**config.mk**
```make
export PLATFORM = sky130hd
export DESIGN_NAME = quad_uart_host_strobe_irq_ctrl
export DESIGN_NICKNAME = d
export VERILOG_FILES = /design/src/uart_hostport_pkg.sv /design/src/chan_irq_gate.sv /design/src/quad_uart_host_strobe_irq_ctrl.sv
export SDC_FILE = /design/constraint.sdc
export NUM_CORES = 1
export LEC_CHECK = 0
export ABC_AREA = 0
export BUFFER_PORTS_ARGS = -buffer_cell sky130_fd_sc_hd__buf_2
export CORE_UTILIZATION = 55
export CTS_CLUSTER_DIAMETER = 200
export CTS_CLUSTER_SIZE = 28
export DETAILED_ROUTE_END_ITERATION = 6
export GPL_TIMING_DRIVEN = 0
export PLACE_DENSITY = 0.76
export SYNTH_ARGS = -nofsm -noshare
export SYNTH_HDL_FRONTEND = slang
export SYNTH_SLANG_ARGS = --single-unit
```
**constraint.sdc**
```tcl
create_clock -name sys_clk_in -period 2.85 [get_ports sys_clk_in]
set_clock_uncertainty 0.15 [all_clocks]
set_input_delay 0 -clock sys_clk_in [delete_from_list [all_inputs] [get_ports sys_clk_in]]
set_output_delay 0 -clock sys_clk_in [all_outputs]
set_load 0.02 [all_outputs]
```
**src/uart_hostport_pkg.sv**
```systemverilog
/*
  package for the quad uart host strobe port and interrupt output control:
  register indices, field positions, reset values, apb map and carrier types.
  assumes one 100 mhz system clock and a synchronous active-low reset.
*/
package uart_hostport_pkg;

  localparam int unsigned NUM_CHAN  = 4;
  localparam int unsigned ADDR_BITS = 3;
  localparam int unsigned DATA_BITS = 8;

  // per-channel register indices on the strobe port (low three address lines)
  localparam logic [2:0] IDX_DATA = 3'h0;
  localparam logic [2:0] IDX_IER  = 3'h1;
  localparam logic [2:0] IDX_ISR  = 3'h2;
  localparam logic [2:0] IDX_LCR  = 3'h3;
  localparam logic [2:0] IDX_MCR  = 3'h4;
  localparam logic [2:0] IDX_SPR  = 3'h7;

  // irq_enable_reg field positions
  localparam int unsigned IER_RX_DATA_BIT   = 0;
  localparam int unsigned IER_TX_EMPTY_BIT  = 1;
  localparam int unsigned IER_RX_ERR_BIT    = 2;
  localparam int unsigned IER_MODEM_BIT     = 3;
  localparam logic [7:0]  IER_USED_MASK     = 8'h0F;

  // modem_control_reg three-state interrupt enable
  localparam int unsigned MCR_IRQ_OE_BIT = 3;

  // source identification codes read back at IDX_ISR
  localparam logic [7:0] ISR_NONE     = 8'h01;
  localparam logic [7:0] ISR_RX_ERR   = 8'h06;
  localparam logic [7:0] ISR_RX_DATA  = 8'h04;
  localparam logic [7:0] ISR_TX_EMPTY = 8'h02;
  localparam logic [7:0] ISR_MODEM    = 8'h00;

  // values after reset
  localparam logic [7:0] IER_RESET = 8'h00;
  localparam logic [7:0] LCR_RESET = 8'h00;
  localparam logic [7:0] MCR_RESET = 8'h00;
  localparam logic [7:0] SPR_RESET = 8'h00;
  localparam logic [7:0] DATA_RESET = 8'h00;

  // apb map: channel registers at byte (chan*8 + idx)*4, then a status word
  localparam logic [7:0] APB_CHAN_STRIDE = 8'h20;
  localparam logic [7:0] APB_STATUS_ADDR = 8'h80;
  localparam int unsigned APB_ADDR_BITS  = 8;

  typedef struct packed {
    logic modem_chg;
    logic rx_err;
    logic tx_empty;
    logic rx_data;
  } irq_cond_type;

  typedef struct packed {
    logic [3:0] cs_n;
    logic [2:0] addr;
    logic       rd_n;
    logic       wr_n;
  } host_ctl_type;

endpackage : uart_hostport_pkg

```
**src/chan_irq_gate.sv**
```systemverilog
/*
  one channel's interrupt output stage: condition gating by the enable
  register, and drive / three-state decision for the channel pin.
  assumes condition inputs synchronous to sys_clk_in.
*/
module chan_irq_gate (
  input  wire logic                           sys_clk_in,
  input  wire logic                           nrst_in,
  input  wire uart_hostport_pkg::irq_cond_type cond_in,
  input  wire logic [7:0]                     ier_in,
  input  wire logic                           mcr_oe_in,
  input  wire logic                           drive_select_in,
  input  wire logic                           combined_mode_in,
  output logic                                pending_out,
  output logic                                irq_out,
  output logic                                irq_oe_out
);

  logic pending_next;
  logic drive_next;

  always_comb begin
    pending_next = (cond_in.rx_data   & ier_in[uart_hostport_pkg::IER_RX_DATA_BIT])  |
                   (cond_in.tx_empty  & ier_in[uart_hostport_pkg::IER_TX_EMPTY_BIT]) |
                   (cond_in.rx_err    & ier_in[uart_hostport_pkg::IER_RX_ERR_BIT])   |
                   (cond_in.modem_chg & ier_in[uart_hostport_pkg::IER_MODEM_BIT]);
    // select pin overrides the bit; bit decides otherwise
    drive_next = drive_select_in | mcr_oe_in;
    // pins take other duties in combined mode, so never drive them here
    if (combined_mode_in) begin
      drive_next = 1'b0;
    end
  end

  // left combinational so the shared request lags its cause by one edge only
  assign pending_out = pending_next;

  always_ff @(posedge sys_clk_in) begin
    if (!nrst_in) begin
      irq_out     <= 1'b0;
      irq_oe_out  <= 1'b0;
    end else begin
      irq_out     <= pending_next & drive_next;
      irq_oe_out  <= drive_next;
    end
  end

endmodule : chan_irq_gate

```
**src/quad_uart_host_strobe_irq_ctrl.sv**
```systemverilog
/*
  quad uart host strobe port and interrupt output control: per-channel
  registers reached by split read/write strobes and by an apb slave,
  per-channel three-state interrupt pins and a shared open-drain request.
  assumes strobe, address and select pins already synchronous to sys_clk_in.
*/
// The implementer's own choices: the address map and the APB interface to the registers.
// Function
// - interrupt when an enabled rx error, rx data, tx empty or modem change exists
// - select pin high: all channel interrupt pins driven whatever bit 3 holds
// - select pin low: modem control bit 3 decides driven or high impedance
// - host sets modem control bit 3 to 1; device then drives that pin
// - read strobe falling edge puts addressed register on the data bus
// - write strobe falling edge stores data bus into addressed register
// - combined mode ignores read strobe, write strobe and select pin
// - combined mode gives channel interrupt pins up to other duties
// - channel pin high only with bit 3 set or select pin high, condition enabled and present
// - host selects a channel by its low chip select; only it responds
// - combined mode merges channel interrupts onto one low shared request
module quad_uart_host_strobe_irq_ctrl #(
  parameter int unsigned NCH = uart_hostport_pkg::NUM_CHAN
) (
  input  wire logic                            sys_clk_in,
  input  wire logic                            nrst_in,
  input  wire uart_hostport_pkg::host_ctl_type host_ctl_in,
  input  wire logic [7:0]                      host_data_in,
  output logic [7:0]                           host_data_out,
  output logic                                 host_data_oe_out,
  input  wire logic                            irq_drive_select_in,
  input  wire logic                            combined_mode_in,
  input  wire uart_hostport_pkg::irq_cond_type [NCH-1:0] irq_cond_in,
  output logic [NCH-1:0]                       irq_out,
  output logic [NCH-1:0]                       irq_oe_out,
  output logic                                 irq_shared_n_out,
  output logic                                 irq_shared_n_oe_out,
  input  wire logic [7:0]                      paddr,
  input  wire logic                            psel,
  input  wire logic                            penable,
  input  wire logic                            pwrite,
  input  wire logic [31:0]                     pwdata,
  output logic [31:0]                          prdata,
  output logic                                 pready,
  output logic                                 pslverr
);

  logic [7:0]     ier_reg  [NCH];
  logic [7:0]     lcr_reg  [NCH];
  logic [7:0]     mcr_reg  [NCH];
  logic [7:0]     spr_reg  [NCH];
  logic [7:0]     data_reg [NCH];
  logic [NCH-1:0] pending;
  logic           rd_prev_reg;
  logic           wr_prev_reg;
  logic           rd_fall;
  logic           wr_fall;
  logic           rd_active;
  logic [NCH-1:0] cs_sel;
  logic           any_sel;
  logic [1:0]     first_ch;
  logic           apb_setup;
  logic           apb_access;
  logic           apb_wr;
  logic [1:0]     apb_ch;
  logic [2:0]     apb_idx;
  logic           apb_is_chan;
  logic           apb_is_status;
  logic           pslverr_reg;
  logic           sel_eff;

  // lowest selected channel answers a read if more than one select is low
  function automatic logic [1:0] lowest_sel(input logic [NCH-1:0] sel);
    logic [1:0] ch;
    ch = 2'h0;
    for (int i = NCH - 1; i >= 0; i--) begin
      if (sel[i]) begin
        ch = 2'(i);
      end
    end
    return ch;
  endfunction : lowest_sel

  function automatic logic [7:0] isr_code(input uart_hostport_pkg::irq_cond_type c,
                                          input logic [7:0] irq_enable_reg);
    logic [7:0] code;
    code = uart_hostport_pkg::ISR_NONE;
    if (c.rx_err & irq_enable_reg[uart_hostport_pkg::IER_RX_ERR_BIT]) begin
      code = uart_hostport_pkg::ISR_RX_ERR;
    end else if (c.rx_data & irq_enable_reg[uart_hostport_pkg::IER_RX_DATA_BIT]) begin
      code = uart_hostport_pkg::ISR_RX_DATA;
    end else if (c.tx_empty & irq_enable_reg[uart_hostport_pkg::IER_TX_EMPTY_BIT]) begin
      code = uart_hostport_pkg::ISR_TX_EMPTY;
    end else if (c.modem_chg & irq_enable_reg[uart_hostport_pkg::IER_MODEM_BIT]) begin
      code = uart_hostport_pkg::ISR_MODEM;
    end
    return code;
  endfunction : isr_code

  // shared by strobe and apb reads
  function automatic logic [7:0] read_reg(input logic [1:0] ch, input logic [2:0] idx);
    logic [7:0] val;
    val = 8'h00;
    case (idx)
      uart_hostport_pkg::IDX_DATA: val = data_reg[ch];
      uart_hostport_pkg::IDX_IER:  val = ier_reg[ch];
      uart_hostport_pkg::IDX_ISR:  val = isr_code(irq_cond_in[ch], ier_reg[ch]);
      uart_hostport_pkg::IDX_LCR:  val = lcr_reg[ch];
      uart_hostport_pkg::IDX_MCR:  val = mcr_reg[ch];
      uart_hostport_pkg::IDX_SPR:  val = spr_reg[ch];
      default:                     val = 8'h00;
    endcase
    return val;
  endfunction : read_reg

  // status: bit 12 shared request pulled, 11:8 pins driven, 7:4 pending, 0 select
  function automatic logic [31:0] status_word();
    logic [31:0] w;
    w       = 32'h0000_0000;
    w[12]   = irq_shared_n_oe_out;
    w[11:8] = irq_oe_out;
    w[7:4]  = pending;
    w[0]    = sel_eff;
    return w;
  endfunction : status_word

  // strobe edge detection
  always_ff @(posedge sys_clk_in) begin
    if (!nrst_in) begin
      rd_prev_reg <= 1'b1;
      wr_prev_reg <= 1'b1;
    end else begin
      rd_prev_reg <= host_ctl_in.rd_n;
      wr_prev_reg <= host_ctl_in.wr_n;
    end
  end

  assign cs_sel    = ~host_ctl_in.cs_n;
  assign any_sel   = |cs_sel;
  assign first_ch  = lowest_sel(cs_sel);
  // combined-mode strobe access is not part of this port
  assign rd_fall   = rd_prev_reg & ~host_ctl_in.rd_n & any_sel & ~combined_mode_in;
  assign wr_fall   = wr_prev_reg & ~host_ctl_in.wr_n & any_sel & ~combined_mode_in;
  assign rd_active = ~host_ctl_in.rd_n & any_sel & ~combined_mode_in;

  // read data captured once at the falling edge, held while the strobe stays low
  always_ff @(posedge sys_clk_in) begin
    if (!nrst_in) begin
      host_data_out    <= 8'h00;
      host_data_oe_out <= 1'b0;
    end else begin
      if (rd_fall) begin
        host_data_out <= read_reg(first_ch, host_ctl_in.addr);
      end
      host_data_oe_out <= rd_active;
    end
  end

  // apb decode
  assign apb_setup     = psel & ~penable;
  assign apb_access    = psel & penable;
  assign apb_ch        = paddr[6:5];
  assign apb_idx       = paddr[4:2];
  assign apb_is_chan   = (paddr < uart_hostport_pkg::APB_STATUS_ADDR) && (paddr[1:0] == 2'h0);
  assign apb_is_status = (paddr == uart_hostport_pkg::APB_STATUS_ADDR);
  assign apb_wr        = apb_access & pwrite & apb_is_chan;
  assign pready        = 1'b1;
  assign pslverr       = apb_access & pslverr_reg;

  always_ff @(posedge sys_clk_in) begin
    if (!nrst_in) begin
      prdata      <= 32'h0000_0000;
      pslverr_reg <= 1'b0;
    end else if (apb_setup) begin
      pslverr_reg <= ~(apb_is_chan | apb_is_status);
      prdata      <= 32'h0000_0000;
      if (!pwrite && apb_is_chan) begin
        prdata <= {24'h00_0000, read_reg(apb_ch, apb_idx)};
      end else if (!pwrite && apb_is_status) begin
        prdata <= status_word();
      end
    end
  end

  // write select per register; the strobe beats apb on a same-cycle clash
  function automatic logic wr_hit(input int c, input logic [2:0] idx);
    return (wr_fall && cs_sel[c] && host_ctl_in.addr == idx) ||
           (apb_wr && apb_ch == 2'(c) && apb_idx == idx);
  endfunction : wr_hit

  // only byte lane 0 of pwdata reaches the registers
  function automatic logic [7:0] wr_value(input int c, input logic [2:0] idx);
    logic [7:0] val;
    val = pwdata[7:0];
    if (wr_fall && cs_sel[c] && host_ctl_in.addr == idx) begin
      val = host_data_in;
    end
    return val;
  endfunction : wr_value

  always_ff @(posedge sys_clk_in) begin
    if (!nrst_in) begin
      for (int c = 0; c < NCH; c++) begin
        data_reg[c] <= uart_hostport_pkg::DATA_RESET;
      end
    end else begin
      for (int c = 0; c < NCH; c++) begin
        if (wr_hit(c, uart_hostport_pkg::IDX_DATA)) begin
          data_reg[c] <= wr_value(c, uart_hostport_pkg::IDX_DATA);
        end
      end
    end
  end

  // only the four enable bits are kept; upper bits read 0
  always_ff @(posedge sys_clk_in) begin
    if (!nrst_in) begin
      for (int c = 0; c < NCH; c++) begin
        ier_reg[c] <= uart_hostport_pkg::IER_RESET;
      end
    end else begin
      for (int c = 0; c < NCH; c++) begin
        if (wr_hit(c, uart_hostport_pkg::IDX_IER)) begin
          ier_reg[c] <= wr_value(c, uart_hostport_pkg::IDX_IER) &
                        uart_hostport_pkg::IER_USED_MASK;
        end
      end
    end
  end

  // line control is plain storage in this block
  always_ff @(posedge sys_clk_in) begin
    if (!nrst_in) begin
      for (int c = 0; c < NCH; c++) begin
        lcr_reg[c] <= uart_hostport_pkg::LCR_RESET;
      end
    end else begin
      for (int c = 0; c < NCH; c++) begin
        if (wr_hit(c, uart_hostport_pkg::IDX_LCR)) begin
          lcr_reg[c] <= wr_value(c, uart_hostport_pkg::IDX_LCR);
        end
      end
    end
  end

  // bit 3 is the channel pin drive enable
  always_ff @(posedge sys_clk_in) begin
    if (!nrst_in) begin
      for (int c = 0; c < NCH; c++) begin
        mcr_reg[c] <= uart_hostport_pkg::MCR_RESET;
      end
    end else begin
      for (int c = 0; c < NCH; c++) begin
        if (wr_hit(c, uart_hostport_pkg::IDX_MCR)) begin
          mcr_reg[c] <= wr_value(c, uart_hostport_pkg::IDX_MCR);
        end
      end
    end
  end

  always_ff @(posedge sys_clk_in) begin
    if (!nrst_in) begin
      for (int c = 0; c < NCH; c++) begin
        spr_reg[c] <= uart_hostport_pkg::SPR_RESET;
      end
    end else begin
      for (int c = 0; c < NCH; c++) begin
        if (wr_hit(c, uart_hostport_pkg::IDX_SPR)) begin
          spr_reg[c] <= wr_value(c, uart_hostport_pkg::IDX_SPR);
        end
      end
    end
  end

  // select pin has no say in combined mode
  assign sel_eff = irq_drive_select_in & ~combined_mode_in;

  for (genvar g = 0; g < NCH; g++) begin : g_chan
    chan_irq_gate u_gate (
      .sys_clk_in       (sys_clk_in),
      .nrst_in          (nrst_in),
      .cond_in          (irq_cond_in[g]),
      .ier_in           (ier_reg[g]),
      .mcr_oe_in        (mcr_reg[g][uart_hostport_pkg::MCR_IRQ_OE_BIT]),
      .drive_select_in  (sel_eff),
      .combined_mode_in (combined_mode_in),
      .pending_out      (pending[g]),
      .irq_out          (irq_out[g]),
      .irq_oe_out       (irq_oe_out[g])
    );
  end

  // open drain: pulled low only, external pull-up makes the high level
  // pending is combinational, so the pull follows its cause one edge late
  always_ff @(posedge sys_clk_in) begin
    if (!nrst_in) begin
      irq_shared_n_out    <= 1'b0;
      irq_shared_n_oe_out <= 1'b0;
    end else begin
      irq_shared_n_out    <= 1'b0;
      irq_shared_n_oe_out <= combined_mode_in & (|pending);
    end
  end

endmodule : quad_uart_host_strobe_irq_ctrl

```
# Word-level counts from Yosys, hierarchy flattened
# Memories as Yosys holds them, arrays and structs flattened.
# Cells that the tools add are included.
[totals] reg_bits=53 ramBits=144 in_bits=80 output_inout_bits=53 wordCells=366 mem_count=5
[classes] n_lt_le_gt_ge=3 n_eq_ne=14 mux=165 bitwise_logic=86 reduce_logical=78
[mem_list] name="data_reg" depth=4 width=8 read_ports=2 rd_clocked_by_memory_dff=0 write_ports=4 line="quad_uart_host_strobe_irq_ctrl.sv:50" rtl="logic [7:0] data_reg [NCH];"
[mem_list] name="lcr_reg" depth=4 width=8 read_ports=2 rd_clocked_by_memory_dff=0 write_ports=4 line="quad_uart_host_strobe_irq_ctrl.sv:47" rtl="logic [7:0] lcr_reg [NCH];"
[mem_list] name="mcr_reg" depth=4 width=8 read_ports=6 rd_clocked_by_memory_dff=0 write_ports=4 line="quad_uart_host_strobe_irq_ctrl.sv:48" rtl="logic [7:0] mcr_reg [NCH];"
[mem_list] name="spr_reg" depth=4 width=8 read_ports=2 rd_clocked_by_memory_dff=0 write_ports=4 line="quad_uart_host_strobe_irq_ctrl.sv:49" rtl="logic [7:0] spr_reg [NCH];"
[mem_list] name="ier_reg" depth=4 width=4 read_ports=6 rd_clocked_by_memory_dff=0 write_ports=4 line="quad_uart_host_strobe_irq_ctrl.sv:46" rtl="logic [7:0] ier_reg [NCH];"
[op_table] cell="$mux W8" count=64
[op_table] cell="$pmux W8 S6" count=2
[op_table] cell="$mux W4" count=18
[op_table] cell="$mux W1" count=67
[op_table] cell="$logic_and A1 B1 Y1" count=51
[op_table] cell="$and A1 B1 Y1" count=43
[op_table] cell="$or A1 B1 Y1" count=37
[op_table] cell="$mux W13" count=2
[op_table] cell="$logic_or A1 B1 Y1" count=20
[op_table] cell="$bmux W4 S2" count=2
[op_table] cell="$eq A3 B2 Y1 const B" count=4
[op_table] cell="$eq A3 B3 Y1 const B" count=4
[op_table] cell="$mux W2" count=6
[op_table] cell="$mux W3" count=4
[op_table] cell="$eq A8 B8 Y1 const B" count=1
[op_table] cell="$lt A8 B8 Y1 const B" count=1
[op_table] cell="$reduce_or A4 Y1" count=2
[op_table] cell="$eq A3 B1 Y1 const B" count=2
[op_table] cell="$logic_not A3 Y1" count=2
[op_table] cell="$lt A2 B3 Y1 const B" count=2
[op_table] cell="$not A1 Y1" count=5
[op_table] cell="$eq A2 B2 Y1 const B" count=2
[op_table] cell="$logic_not A2 Y1" count=2
[op_table] cell="$not A4 Y4" count=1
[op_table] cell="2 further kinds" count=2

# Logic depth before layout (Yosys ltp)
[depth] depth_word=13 depth_mapped=9 depth_no_buf=6

# Cells and area by module
# A second synthesis with hierarchy kept.
[unflattened] cells_unflattened=1255 hier_area_um2=11798.8
[modules_own_cells] module="quad_uart_host_strobe_irq_ctrl" instances=1 cells_each=1219 area_each_um2=11433.5
[modules_own_cells] module="chan_irq_gate" instances=4 cells_each=9 area_each_um2=91.3

# Worst setup path after synthesis
# Ideal clock, no wire load.
[synth_timing] path_kind="reg-to-reg" from="reg wr_prev_reg" to="mem ier_reg[0][0] (netlist bit) (enable)" setup_ps=297 arrival_ps=1543 required_time_ps=2403 slack_ps=860 path_stages_with_launch=8 path_buffers=2 path_cell_list="dfxtp_1 -> or3b_1 -> clkbuf_1 -> nor2_2 -> buf_2 -> nand2_1 -> o21ai_0 -> or2_2"
[synth_rtl] item="start, declared" line="quad_uart_host_strobe_irq_ctrl.sv:53" rtl="logic wr_prev_reg;"
[synth_rtl] item="start signal, assigned" line="quad_uart_host_strobe_irq_ctrl.sv:132" rtl="wr_prev_reg <= host_ctl_in.wr_n;"
[synth_rtl] item="end, declared" line="quad_uart_host_strobe_irq_ctrl.sv:46"

==> load_flow_metrics.sql <==
INSERT INTO impl_metrics (metric_group, metric, value, unit) VALUES
('routing', 'drt_iter0_markers', '1857', ''),
('placement', 'dpl.cell_count', '1591', ''),
('timing', 'slew_violations', '0', ''),
('clocking', 'cts_root_buf', 'sky130_fd_sc_hd__clkbuf_16', ''),
('setup_path', 'critPathTopFamily', 'simple AND/OR/NAND/NOR gates', ''),
('hold_path', 'hold_path.class', 'in2reg', ''),
('final_layout', 'instances_no_fill', '1661', ''),
('routing', 'met1Wirelength', '16100', 'um'),
('floorplanning', 'floorplan.initialDensity', '56.1', '%'),
('synth', 'syn_area', '0.0114', 'mm2'),
('setup_path', 'crit_type', 'in2reg', ''),
('final_layout', 'layout.nets', '1457', ''),
('timing', 'fin_hold_ws', '0.0399', 'ns'),
('synth', 'synthTopCellsByCount', '259 x sky130_fd_sc_hd__nand2_1, 174 x sky130_fd_sc_hd__a21oi_1, 144 x sky130_fd_sc_hd__edfxtp_1, 133 x sky130_fd_sc_hd__nand3_1, 63 x sky130_fd_sc_hd__clkbuf_1', ''),
('final_layout', 'postLayoutCellArea', '0.0131', 'mm2'),
('synth', 'most_repeated_cell_in_the_gate_level_netlist_after_synthesis', 'sky130_fd_sc_hd__nand2_1', ''),
('clocking', 'cts.path.max_buffers', '2', ''),
('routing', 'route.met2.wl', '20600', 'um'),
('clocking', 'postCtsSetupBuffers', '0', ''),
('routing', 'detail-route-antenna-nets', '0', ''),
('run_status', 'run_status', 'finished, violations left', ''),
('grt', 'number_of_antenna_violations_at_the_first_check_in_global_routing', '1', ''),
('routing', 'routed_wire_length_per_instance', '28.4', 'um'),
('run_status', 'violations', 'DRC', ''),
('placement', 'place_hpwl', '33800', 'um'),
('floorplanning', 'die_width', '146', 'um'),
('routing', 'drc', '2', ''),
('floorplanning', 'core_area', '0.0203', 'mm2'),
('floorplanning', 'fp-row-count', '52', ''),
('synth', 'postSynth.asyncResetShare', '0', '%'),
('synth', 'synth_cell_types', '61', ''),
('grt', 'first_global_vias', '10700', ''),
('synth', 'synth.ff_latch_count', '178', ''),
('timing', 'finalWorstPathRequiredPeriod', '2.81', 'ns'),
('routing', 'routed_wl', '47200', 'um'),
('setup_path', 'cp.required', '2.98', 'ns'),
('synth', 'synth_flop_cell', 'sky130_fd_sc_hd__edfxtp_1', ''),
('placement', 'place_congestion', '1.03', ''),
('synth', 'netlist.area_leader.share', '38.0', '%'),
('synth', 'synth_edf_count', '144', ''),
('clocking', 'insertion_delay', '0.45', 'ns'),
('synth', 'ys.warnings.count', '0', ''),
('power', 'power.density_cell_area', '486', 'mW/mm2'),
('grt', 'globalRouteOverflowTotal', '0', ''),
('timing', 'layout_setup_ws', '0.0390', 'ns'),
('timing', 'setup_viol', '0', ''),
('setup_path', 'critical_path_cell_by_cell', 'dlygate4sd3_1 > buf_2 > or3_1 > nor2_1 > nand3b_1 > o21ai_0 > nand2_1 > a21oi_1', ''),
('setup_path', 'timing.critical_path.fanout_max', '8', ''),
('final_layout', 'area_growth', '15.0', '%'),
('routing', 'post_drt_via_cell_ratio', '6.99', ''),
('final_layout', 'final_core_utilization', '64.5', '%'),
('final_layout', 'layout-drive-gt1-share', '18.0', '%'),
('setup_path', 'crit_buf_inv', '2', ''),
('setup_path', 'worst_setup_path_start_kind', 'input pin', ''),
('clocking', 'clock_tree.htree_level_count', '4', ''),
('synth', 'syn_inst', '1239', ''),
('floorplanning', 'i_o_pin_count', '133', ''),
('synth', 'synth_top_area_cell', 'sky130_fd_sc_hd__edfxtp_1', ''),
('synth', 'synth_sequential_area_ratio', '43.9', '%'),
('grt', 'first_pass_grt_wire_length', '67800', 'um'),
('grt', 'maximum_number_of_pins_on_one_net_before_global_route_repair', '19', ''),
('power', 'p_leak', '5.03', 'nW'),
('job', 'max_cap_violations', '0', ''),
('grt', 'grt_use_total', '44.3', '%'),
('placement', 'postPlaceCellArea', '0.0121', 'mm2'),
('setup_path', 'signal_arrival_time_at_the_worst_endpoint', '2.94', 'ns'),
('synth', 'synth.top_cells.by_area', 'sky130_fd_sc_hd__edfxtp_1 38%, sky130_fd_sc_hd__mux4_2 11%, sky130_fd_sc_hd__nand2_1 8.5%, sky130_fd_sc_hd__a21oi_1 7.6%, sky130_fd_sc_hd__dfxtp_1 6.0%', ''),
('floorplanning', 'dieHeight', '146', 'um'),
('timing', 'timing.fmax', '356', 'MHz'),
('clocking', 'tritoncts', 'done', ''),
('routing', 'wl_met3', '7130', 'um');
[cells by family (layout without fill, tap and decap cells)]
| kind of cell | after synthesis | in the layout | synth area share, % |
|---|---|---|---|
| buffers and inverters | 151 | 283 | 6.58 |
| AND/OR/NAND/NOR | 516 | 516 | 20.5 |
| other | 2 | 22 | 0.0659 |
| XOR/XNOR | 2 | 2 | 0.154 |
| flip-flops | 178 | 178 | 43.9 |
| multiplexers | 63 | 63 | 11.8 |
| AO/OA/AOI/OAI | 327 | 327 | 17.0 |
[final cells by class]
| type | count | area [um2] |
|---|---|---|
| antenna | 1 | 2.50 |
| buffer | 138 | 703 |
| clock buffer | 18 | 450 |
| clock inverter | 14 | 130 |
| fill | 1716 | 7200 |
| inverter | 13 | 48.8 |
| multi-input combinational | 929 | 5740 |
| sequential | 178 | 5000 |
| tap | 270 | 338 |
| timing repair buffer | 100 | 686 |
[power by group]
group          internal [mW]  leakage [nW]  switching [mW]
Clock                   1.21         0.290            1.18
Sequential              2.88          1.83          0.0604
Combinational          0.343          2.91           0.692
Total                   4.43          5.03            1.94
[layer usage]
metal | GRT usage [%] | vias to the layer above
met2 | 66.7 | 1181
met5 | 0 | -
met4 | 28.4 | 0
li1 | - | 4808
met1 | 57.0 | 5394
met3 | 11.6 | 227
[layout by cell type (no fill, tap or decap), drive strengths merged, types with 11 or more instances in the layout]
cell type / count
nand2: 259
a21oi: 175
edfxtp: 144
buf: 137
nand3: 133
clkbuf: 82
mux4: 57
o21ai: 57
nor2: 46
dlygate4sd3: 37
dfxtp: 34
a22oi: 23
or2: 21
conb: 21
inv: 21
o221ai: 11
nand2b: 11
[worst register-to-register path: stages (launching register included)]
cell and delay [ns]:
sky130_fd_sc_hd__dfxtp_1 0.32, sky130_fd_sc_hd__or3b_1 0.34, sky130_fd_sc_hd__clkbuf_1 0.27, sky130_fd_sc_hd__nor2_2 0.40, sky130_fd_sc_hd__nand2_1 0.35, sky130_fd_sc_hd__o21ai_0 0.25, sky130_fd_sc_hd__nand2_1 0.29, sky130_fd_sc_hd__a21oi_1 0.27
[path summary, 6_finish.rpt]
kind              startpoint  cells past startpoint                       end  slack, ns
max                 paddr[7]                      8             mcr_reg[1][1]       0.04
max reg2reg      wr_prev_reg                      7             mcr_reg[1][1]       0.04
min reg2reg      pslverr_reg                      2               pslverr_reg       0.31
min          irq_cond_in[11]                      5  g_chan[2].u_gate.irq_out       0.04
[what timing repair did]
item / in CTS / in global routing
hold endpoints to repair: 53 / 0
hold buffers: 37 / 0
setup endpoints to repair: 0 / 16
gates resized for setup: 0 / 9
(Power assumes the default switching activity.)
